===== src/rtl/sbcd_pkg.sv =====
// Constants and types shared by the starter button command decoder.
// Assumes one 40 MHz system clock; buttons come from a remote keypad.
package sbcd_pkg;

    // Installed stopping or slow-speed option; only one is ever held.
    typedef enum logic [2:0] {
        OPT_GRADUAL_STOP = 3'h0,
        OPT_PUMP         = 3'h1,
        OPT_PRESET_SLOW  = 3'h2,
        OPT_BRAKING      = 3'h3,
        OPT_POSITIONING  = 3'h4,
        OPT_SLOW_BRAKE   = 3'h5
    } sbcd_option_type;

    // Motor state as seen by the decoder.
    typedef enum logic [2:0] {
        MOT_STOPPED,
        MOT_ACCEL,
        MOT_AT_SPEED,
        MOT_SLOW,
        MOT_STOPPING
    } sbcd_motor_type;

    // Stop sequence kinds handed to the motor sequencer.
    localparam logic [2:0] STOP_NONE    = 3'h0;
    localparam logic [2:0] STOP_COAST   = 3'h1;
    localparam logic [2:0] STOP_GRADUAL = 3'h2;
    localparam logic [2:0] STOP_PUMP    = 3'h3;
    localparam logic [2:0] STOP_BRAKE   = 3'h4;
    localparam logic [2:0] STOP_TO_SLOW = 3'h5;

    localparam logic [2:0] OPTION_RESET = 3'h0;
    localparam int         BTN_COUNT    = 3;
    localparam int         BTN_START    = 0;
    localparam int         BTN_STOP     = 1;
    localparam int         BTN_JOG      = 2;

endpackage : sbcd_pkg


===== src/rtl/sbcd_decoder.sv =====
// Keypad start/stop/jog decode into motor sequencing commands.
// Assumes the sequencer reports accel and stop completion as pulses.
//
// Operation
// - Start press begins acceleration to full speed under every option, unless a stop is in progress or pressed with it while the motor runs.
// - Stop press removes drive for a coast stop under every option.
// - Gradual-stop option: jog press runs a gradual stop.
// - Pump option: jog press runs the pump stop.
// - Preset slow option: jog while stopped starts slow-speed running.
// - Braking option: jog press runs a braked stop.
// - Positioning: jog stopped starts slow; at speed brakes to slow.
// - Positioning: slow speed lasts only while jog stays held.
// - Slow with braking: jog stopped starts slow; at speed brakes stop.
// - One option held at a time; decode follows that option only.
// - Buttons are ignored until keypad control is enabled.
`timescale 1ns/1ps
module sbcd_decoder
    import sbcd_pkg::*;
(
    input  wire logic       sys_clk_in,
    input  wire logic       rst_b_in,
    input  wire logic       start_btn_in,
    input  wire logic       stop_btn_in,
    input  wire logic       jog_btn_in,
    input  wire logic       ctrl_enable_in,
    input  wire logic [2:0] option_in,
    input  wire logic       option_load_in,
    input  wire logic       accel_done_in,
    input  wire logic       stop_done_in,
    output logic            accel_cmd_out,
    output logic            slow_cmd_out,
    output logic [2:0]      stop_kind_out,
    output logic [2:0]      motor_state_out,
    output logic [2:0]      option_out
);

    logic [BTN_COUNT-1:0] btn_level;
    logic [BTN_COUNT-1:0] btn_press;
    logic                 en_meta_ff;
    logic                 en_ff;
    sbcd_option_type      option_ff;
    sbcd_motor_type       state_ff;
    sbcd_motor_type       nxt_state;
    logic [2:0]           nxt_stop;
    logic                 accel_ff;
    logic                 slow_ff;
    logic [2:0]           stop_ff;

    sbcd_btn_sync #(.WIDTH(BTN_COUNT)) sbcd_btn_sync_inst (
        .sys_clk_in (sys_clk_in),
        .rst_b_in   (rst_b_in),
        .btn_in     ({jog_btn_in, stop_btn_in, start_btn_in}),
        .level_out  (btn_level),
        .press_out  (btn_press)
    );

    always_ff @(posedge sys_clk_in or negedge rst_b_in)
    begin
        if (!rst_b_in)
        begin
            en_meta_ff <= 1'b0;
            en_ff      <= 1'b0;
        end
        else
        begin
            en_meta_ff <= ctrl_enable_in;
            en_ff      <= en_meta_ff;
        end
    end

    // A single option register: loading a legal code (0 to 5) replaces the previous one.
    always_ff @(posedge sys_clk_in or negedge rst_b_in)
    begin
        if (!rst_b_in)
            option_ff <= sbcd_option_type'(OPTION_RESET);
        else if (option_load_in && option_in <= 3'h5)
            option_ff <= sbcd_option_type'(option_in);
    end

    // Presses count only once keypad control is enabled.
    wire start_p = btn_press[BTN_START] & en_ff;
    wire stop_p  = btn_press[BTN_STOP]  & en_ff;
    wire jog_p   = btn_press[BTN_JOG]   & en_ff;
    wire jog_hld = btn_level[BTN_JOG];
    // A jog press that neither stop nor start overrides this cycle.
    wire jog_only = jog_p & ~stop_p & ~start_p;

    // Jog-to-stop kind for the options whose jog stops the motor, slow with braking included.
    wire [2:0] jog_stop_kind =
        (option_ff == OPT_GRADUAL_STOP) ? STOP_GRADUAL :
        (option_ff == OPT_PUMP)         ? STOP_PUMP    :
        (option_ff == OPT_BRAKING)      ? STOP_BRAKE   :
        (option_ff == OPT_SLOW_BRAKE)   ? STOP_BRAKE   :
                                          STOP_NONE;
    wire slow_opt = (option_ff == OPT_PRESET_SLOW) ||
                    (option_ff == OPT_POSITIONING) ||
                    (option_ff == OPT_SLOW_BRAKE);

    always_comb
    begin
        nxt_state = state_ff;
        nxt_stop  = stop_ff;
        if (stop_p && state_ff != MOT_STOPPED)
        begin
            nxt_state = MOT_STOPPING;
            nxt_stop  = STOP_COAST;
        end
        else if (start_p && state_ff != MOT_STOPPING)
        begin
            nxt_state = MOT_ACCEL;
            nxt_stop  = STOP_NONE;
        end
        else
        begin
            unique case (state_ff)
                MOT_STOPPED:
                    if (jog_p && slow_opt)
                        nxt_state = MOT_SLOW;
                MOT_ACCEL:
                    if (accel_done_in)
                        nxt_state = MOT_AT_SPEED;
                    else if (jog_p && jog_stop_kind != STOP_NONE)
                    begin
                        nxt_state = MOT_STOPPING;
                        nxt_stop  = jog_stop_kind;
                    end
                MOT_AT_SPEED:
                    if (jog_p && option_ff == OPT_POSITIONING)
                    begin
                        nxt_state = MOT_SLOW;
                        nxt_stop  = STOP_TO_SLOW;
                    end
                    else if (jog_p && jog_stop_kind != STOP_NONE)
                    begin
                        nxt_state = MOT_STOPPING;
                        nxt_stop  = jog_stop_kind;
                    end
                MOT_SLOW:
                    if (option_ff == OPT_POSITIONING && !jog_hld)
                    begin
                        nxt_state = MOT_STOPPED;
                        nxt_stop  = STOP_NONE;
                    end
                MOT_STOPPING:
                    if (stop_done_in)
                    begin
                        nxt_state = MOT_STOPPED;
                        nxt_stop  = STOP_NONE;
                    end
            endcase
            // Any other jog leaves the state as it is.
        end
    end

    always_ff @(posedge sys_clk_in or negedge rst_b_in)
    begin
        if (!rst_b_in)
        begin
            state_ff <= MOT_STOPPED;
            stop_ff  <= STOP_NONE;
            accel_ff <= 1'b0;
            slow_ff  <= 1'b0;
        end
        else
        begin
            state_ff <= nxt_state;
            stop_ff  <= nxt_stop;
            accel_ff <= (nxt_state == MOT_ACCEL);
            slow_ff  <= (nxt_state == MOT_SLOW);
        end
    end

    assign accel_cmd_out   = accel_ff;
    assign slow_cmd_out    = slow_ff;
    assign stop_kind_out   = stop_ff;
    assign motor_state_out = state_ff;
    assign option_out      = option_ff;
endmodule : sbcd_decoder


===== src/rtl/sbcd_btn_sync.sv =====
// Two-stage synchroniser and rising-edge detector for keypad buttons.
// Assumes the buttons are asynchronous to sys_clk_in and active high.
`timescale 1ns/1ps
module sbcd_btn_sync
    import sbcd_pkg::*;
#(
    parameter int WIDTH = BTN_COUNT
)
(
    input  wire logic             sys_clk_in,
    input  wire logic             rst_b_in,
    input  wire logic [WIDTH-1:0] btn_in,
    output logic      [WIDTH-1:0] level_out,
    output logic      [WIDTH-1:0] press_out
);

    logic [WIDTH-1:0] meta_ff;
    logic [WIDTH-1:0] sync_ff;
    logic [WIDTH-1:0] prev_ff;

    always_ff @(posedge sys_clk_in or negedge rst_b_in)
    begin
        if (!rst_b_in)
        begin
            meta_ff <= '0;
            sync_ff <= '0;
            prev_ff <= '0;
        end
        else
        begin
            meta_ff <= btn_in;
            sync_ff <= meta_ff;
            prev_ff <= sync_ff;
        end
    end

    assign level_out = sync_ff;
    assign press_out = sync_ff & ~prev_ff;

endmodule : sbcd_btn_sync


===== config.mk =====
export PLATFORM = sky130hd
export DESIGN_NAME = sbcd_decoder
export DESIGN_NICKNAME = d
export VERILOG_FILES = /design/src/rtl/sbcd_pkg.sv /design/src/rtl/sbcd_decoder.sv /design/src/rtl/sbcd_btn_sync.sv
export SDC_FILE = /design/constraint.sdc
export NUM_CORES = 1
export LEC_CHECK = 0
export ABC_AREA = 0
export BUFFER_PORTS_ARGS = -buffer_cell sky130_fd_sc_hd__buf_2
export CORE_UTILIZATION = 45
export CTS_CLUSTER_DIAMETER = 150
export CTS_CLUSTER_SIZE = 24
export DETAILED_ROUTE_END_ITERATION = 12
export PLACE_DENSITY = 0.67
export SYNTH_ARGS = -nofsm -noshare
export SYNTH_HDL_FRONTEND = slang
export SYNTH_HIERARCHICAL = 1
export SYNTH_SLANG_ARGS = --single-unit

===== constraint.sdc =====
create_clock -name sys_clk_in -period 1.53 [get_ports sys_clk_in]
set_input_delay 0.306 -clock sys_clk_in [delete_from_list [all_inputs] [get_ports sys_clk_in]]
set_output_delay 0.306 -clock sys_clk_in [all_outputs]
set_load 0.05 [all_outputs]

* Yosys cells after proc, flatten, opt, wreduce, memory -nomap -nowiden
Index checks and enable logic that the tools add are counted.
Storage, ports and cells: flip-flop bits (word level) 22, output and inout port bits 11, word-level logic and storage cells 68
Cells by class: $lt $le $gt $ge 1, eq/ne operators 15, multiplexer cells 21, bitwise operators 5, reductions and logical operators 16
Operators by type and width (number):
- 3-bit 2-to-1 mux | 19
- 3-bit by 2-bit == test with 1-bit output, second input constant | 5
- 3-bit case mux with 5 select lines | 1
- 4-bit inequality test, second input constant | 3
- 3-bit case mux with 4 select lines | 1
- 3-bit by 1-bit == test with 1-bit output, second input constant | 3
- 3-bit == test, second input constant | 3
- 1-bit logical AND | 7
- 3-bit logical NOT | 2
- 3-bit nonzero test | 2
- 6-bit nonzero test | 1
- 4-bit AND reduction | 1
- 1-bit AND | 3
- 3-bit AND | 1
- 3-bit less-or-equal comparator, second input constant | 1
- 3-bit inequality test, second input constant | 1
- 3-bit inverter | 1
- 1-bit logical OR | 2
- 1-bit logical NOT | 1

* Longest topological paths before layout
depth in word-level cells 13, mapped depth 7, gate-level depth less buffers 6

* Cells and area by module
The synthesis kept the hierarchy.
Modules (own cells, without submodules):
- sbcd_decoder | instances 1, cells an instance 106, area an instance 942.2 sq um
- sbcd_btn_sync | instances 1, cells an instance 12, area an instance 266.5 sq um

* Worst setup path after synthesis
No wires, ideal clock.
kind flip-flop to flip-flop, start reg option_ff[2], in the netlist option_out[2], end reg accel_ff, in the netlist accel_cmd_out, library setup time 0.120 ns, arrival 1.737 ns, path slack -0.327 ns, cell stages (with the launch flop) 7, path buffers 1, period minus slack after synthesis 1.857 ns, path through dfrtp_1 -> buf_2 -> a21boi_1 -> o21ai_1 -> o211ai_2 -> a211oi_2 -> and3b_1
Between the ends: longest elaborated chain between the ends 13, elaborated cells on any way between the ends 26, those cells by class 6 x eq/ne; 12 x mux; 8 x reduce/logical
RTL lines:
- start: declaration | RTL line sbcd_decoder.sv:41 | sbcd_option_type option_ff;
- start signal: assignment | RTL line sbcd_decoder.sv:75 | option_ff <= sbcd_option_type'(OPTION_RESET);
- start signal: assignment | RTL line sbcd_decoder.sv:77 | option_ff <= sbcd_option_type'(option_in);
- 3-bit == test | RTL line sbcd_decoder.sv:93, sbcd_decoder.sv:97
- 3-bit 2-to-1 mux | RTL line sbcd_decoder.sv:93 | (option_ff == OPT_SLOW_BRAKE) ? STOP_BRAKE :
- 3-bit 2-to-1 mux | RTL line sbcd_decoder.sv:92 | (option_ff == OPT_BRAKING) ? STOP_BRAKE :
- 3-bit 2-to-1 mux | RTL line sbcd_decoder.sv:91 | (option_ff == OPT_PUMP) ? STOP_PUMP :
- 3-bit 2-to-1 mux | RTL line sbcd_decoder.sv:90 | (option_ff == OPT_GRADUAL_STOP) ? STOP_GRADUAL :
- 3-bit nonzero test | RTL line sbcd_decoder.sv:122, sbcd_decoder.sv:133
- 1-bit logical AND | RTL line sbcd_decoder.sv:122, sbcd_decoder.sv:133
- 3-bit 2-to-1 mux | RTL line sbcd_decoder.sv:122, sbcd_decoder.sv:133
- 3-bit 2-to-1 mux, on equally long branches | RTL line sbcd_decoder.sv:128, sbcd_decoder.sv:120
- 3-bit case mux with 5 select lines * | RTL line sbcd_decoder.sv:115 | unique case (state_ff)
- 3-bit 2-to-1 mux * | RTL line sbcd_decoder.sv:108 | else if (start_p && state_ff != MOT_STOPPING)
- 3-bit 2-to-1 mux * | RTL line sbcd_decoder.sv:103 | if (stop_p && state_ff != MOT_STOPPED)
- via nxt_state[1] | RTL line sbcd_decoder.sv:43 | sbcd_motor_type nxt_state;
- 3-bit by 1-bit == test with 1-bit output * | RTL line sbcd_decoder.sv:168 | accel_ff <= (nxt_state == MOT_ACCEL);
- end signal: assignment | RTL line sbcd_decoder.sv:168
- end: declaration | RTL line sbcd_decoder.sv:45 | logic accel_ff;
The timed path passes the listed nets; every way through them passes the cells marked *. A chain may end at the register's enable or synchronous reset.

* Final worst setup path
start reg sbcd_btn_sync_inst.sync_ff[2], in the netlist sbcd_btn_sync_inst/level_out[2], end reg accel_ff, in the netlist accel_cmd_out
Between the ends: longest elaborated chain between the ends 9, elaborated cells on any way between the ends 16, those cells by class 1 x eq/ne; 8 x mux; 2 x bitwise; 5 x reduce/logical
RTL lines:
- start: declaration | RTL line sbcd_btn_sync.sv:18 | logic [WIDTH-1:0] sync_ff;
- start signal: assignment | RTL line sbcd_btn_sync.sv:32 | sync_ff <= meta_ff;
- 3-bit AND * | RTL line sbcd_btn_sync.sv:38 | assign press_out = sync_ff & ~prev_ff;
- via btn_press[2] | RTL line sbcd_decoder.sv:38 | logic [BTN_COUNT-1:0] btn_press;
- 1-bit AND * | RTL line sbcd_decoder.sv:83 | wire jog_p = btn_press[BTN_JOG] & en_ff;
- 1-bit logical AND | RTL line sbcd_decoder.sv:122, sbcd_decoder.sv:133
- 3-bit 2-to-1 mux | RTL line sbcd_decoder.sv:122, sbcd_decoder.sv:133
- 3-bit 2-to-1 mux, on equally long branches | RTL line sbcd_decoder.sv:128, sbcd_decoder.sv:120
- 3-bit case mux with 5 select lines * | RTL line sbcd_decoder.sv:115
- 3-bit 2-to-1 mux * | RTL line sbcd_decoder.sv:108
- 3-bit 2-to-1 mux * | RTL line sbcd_decoder.sv:103
- via nxt_state[1] | RTL line sbcd_decoder.sv:43
- 3-bit by 1-bit == test with 1-bit output * | RTL line sbcd_decoder.sv:168
Marked as above.

==> qor.yml <==
status:
  status: "finished, violations left"
  violations: "setup timing"
synth:
  async_reset_ff_share_pct: 100
  yosys.cell_types.count: 48
  synth_edf_count: 0
  yosysSeqAreaShare_pct: 45.5
  ys_ff_latch: 22
  synth_flop_cell: "dfrtp_1"
  synth_area_per_cell_um2: 10.2
  netlist_area_mm2: 0.00121
  synthCells: 118
  synth_warnings: 6
  syn_nets: 130
worst_setup_path:
  r2r-start: "sbcd_btn_sync_inst/level_out[2]$_DFF_PN0_"
  worstPathArrival_ps: 1880
  reg2reg_depth: 6
  worst_setup_path_start_kind: "flop"
  timing.rr.end: "accel_cmd_out$_DFF_PN0_"
  criticalPathCategory: "flop to flop"
  crit_required_ps: 1750
  r2r_slack_ps: -140
  crit_fanout: 4
  end_kind: "flop"
clock_network:
  clk_latency_ps: 310
  htreeDepth: 1
  cts_root_buffer: "clkbuf_4"
  clock_path_buffers: 2
  cts.sinks: 22
  cts.clk_slew.worst_paths_ps: 130
  cts_buffers: 3
  cts_tree: "yes"
timing:
  rsz0062_at_grt: "yes"
  slew_headroom_pct: 68.7
  finalSetupTns_ps: -552
  drv_slew: 0
  period_minus_slack_ps: 1670
  period_share_pct: 109
  hold_violations: 0
  fmax_ghz: 0.600
  fin_ws_ps: -137
  setup_violations: 7
  clock_skew_ps: 1.36
  worst_slew_pin_slew_ps: 469
  fin_hold_ws_ps: 89.9
placement:
  dp_hpwl_mm: 2.16
  post-place-ws_ps: -131
  finalWeightedCongestion: 0.856
  port_buffers: 22
global_route:
  grt_pass1_vias: 1037
  antenna_found_initial: 0
  track_usage_pct: 22.1
  gr-total-overflow: 0
  grt_max_degree: 23
  grt_pass1_wl_mm: 4.48
layout:
  layout-drive-gt1-share_pct: 53.8
  n_antenna_cell: 0
  fin_util_pct: 71.2
  nets: 184
  area_delta_synth_final_pct: 47.2
power:
  finalPower_mw: 3.09
  clock_power_share_pct: 14.6
  switchingPower_mw: 1.32
  switching_share_pct: 42.7
  seqPwrFrac_pct: 25.5
  leakage_nw: 0.798
  power_frac_comb_pct: 59.9
  internal_power_mw: 1.77
  ir_drop_mv: 1.43
  power_density_mw_per_mm2: 1740
floorplan:
  die-area_mm2: 0.00290
  die_h_um: 53.8
  ioPinCount: 23
  fp-row-count: 18
  core_mm2: 0.00250
  initial_utilization_pct: 48.3
  die_w_um: 53.8
worst_hold_path:
  hold_class: "input pin to flop"
  hold_path_end: "sbcd_btn_sync_inst/meta_ff[2]$_DFF_PN0_"
  worstHoldStart: "jog_btn_in"
  hold_depth: 1
run:
  cap_violations: 0
detailed_routing:
  drcViolationCount: 0
  drt_first_pass_iters: 4
  postRouteAntennaNets: 0
  via_per_inst: 5.52
  avgRoutedWirePerCell_um: 15.2
  num_vias: 1109
  wl_mm: 3.05
  drt_iter0_drc: 17
## metrics by stage
step / instances / instance area (um2)
2_1_floorplan: 118 / 1240
3_3_place_gp: 190 / 1540
3_5_place_dp: 190 / 1540
4_1_cts: 198 / 1680
5_1_grt: 201 / 1780
6_report: 201 / 1780
## synth_stat cells, drive strengths merged (3+ instances only)
cell type | instances | area [um2]
a21oi | 7 | 38.8
and2 | 3 | 18.8
buf | 6 | 38.8
dfrtp | 22 | 551
inv | 3 | 11.3
nand2 | 7 | 26.3
nand2b | 4 | 25.0
nand3 | 3 | 15.0
nor2 | 9 | 33.8
nor2b | 8 | 72.6
o211ai | 4 | 35.0
o21ai | 7 | 35.0
## flip-flops by register name, summed over array words and instances (netlist names)
name / cells
slow_cmd_out: 1
sbcd_btn_sync_inst/level_out: 3
accel_cmd_out: 1
sbcd_btn_sync_inst/meta_ff: 3
en_ff: 1
motor_state_out: 3
sbcd_btn_sync_inst/prev_ff: 3
option_out: 3
en_meta_ff: 1
stop_kind_out: 3
## power by group through the flow
stage	Sequential [mW]	Combinational (mW)	Clock, mW
4_1_cts	0.783	1.68	0.456
6_report	0.788	1.85	0.452
5_1_grt	0.800	1.95	0.477
3_5_place_dp	0.787	1.54	0
3_3_place_gp	0.783	1.52	0
2_1_floorplan	1.09	0.759	0
## what timing repair did
| action | in CTS | in global routing |
|---|---|---|
| endpoints found under the hold margin | 22 | 0 |
| pin swaps | 9 | 14 |
| gates cloned | 0 | 0 |
| endpoints found under the setup margin | 6 | 10 |
| resized for setup | 17 | 12 |
| hold buffers | 1 | 0 |
| buffers inserted | 3 | 3 |
## layer usage
layer	GRT usage [%]	part of all wire, %
met1	28.4	44
met2	37.9	52
met3	1.98	3.2
met4	9.21	1.1
met5	0	0
## cells in the final DEF (no fill, tap or decap), drive strengths merged, types with 3 or more instances in the layout
cell	count
clkbuf	4
nand3	3
inv	3
nand2b	4
a21oi	7
buf	53
nand2	7
o21ai	7
nor2b	8
and2	3
o211ai	4
dfrtp	22
nor2	9
## layout make-up
type	count	area, um2
flip-flops and latches	22	558
well taps	30	37.5
inverters	3	11.3
clock buffers	3	22.5
repair buffers	55	384
fillers	204	721
clock inverters	1	30.0
multi-input cells	87	736
## worst max path at each step
stage | from | to | slack [ps]
CTS | option_out[2]$_DFFE_PN0P_ | accel_cmd_out$_DFF_PN0_ | -100
finish | sbcd_btn_sync_inst/level_out[2]$_DFF_PN0_ | accel_cmd_out$_DFF_PN0_ | -140
global placement | sbcd_btn_sync_inst/level_out[2]$_DFF_PN0_ | accel_cmd_out$_DFF_PN0_ | -90
global route | sbcd_btn_sync_inst/level_out[2]$_DFF_PN0_ | accel_cmd_out$_DFF_PN0_ | -210
detailed placement | motor_state_out[0]$_DFF_PN0_ | stop_kind_out[1]$_DFFE_PN0P_ | -130
floorplan | option_out[1]$_DFFE_PN0P_ | accel_cmd_out$_DFF_PN0_ | -150
## cell families (layout without fill, tap and decap cells)
logic type / count (synthesis) / in the layout / synth area share, %
AO/OA/AOI/OAI: 38 / 38 / 23.1
XOR/XNOR: 2 / 2 / 1.45
buffers and inverters: 9 / 62 / 4.14
flip-flops: 22 / 22 / 45.5
multiplexers: 1 / 1 / 0.932
AND/OR/NAND/NOR: 46 / 46 / 24.8
## worst max-delay path: stages, from the launching register on
cell      delay, ps
dfrtp_1         410
nor2b_4         180
and3b_2         250
a31o_4          180
o211ai_2        100
a211oi_2        260
and3b_1         200
Power figures use the tool's default switching activity.
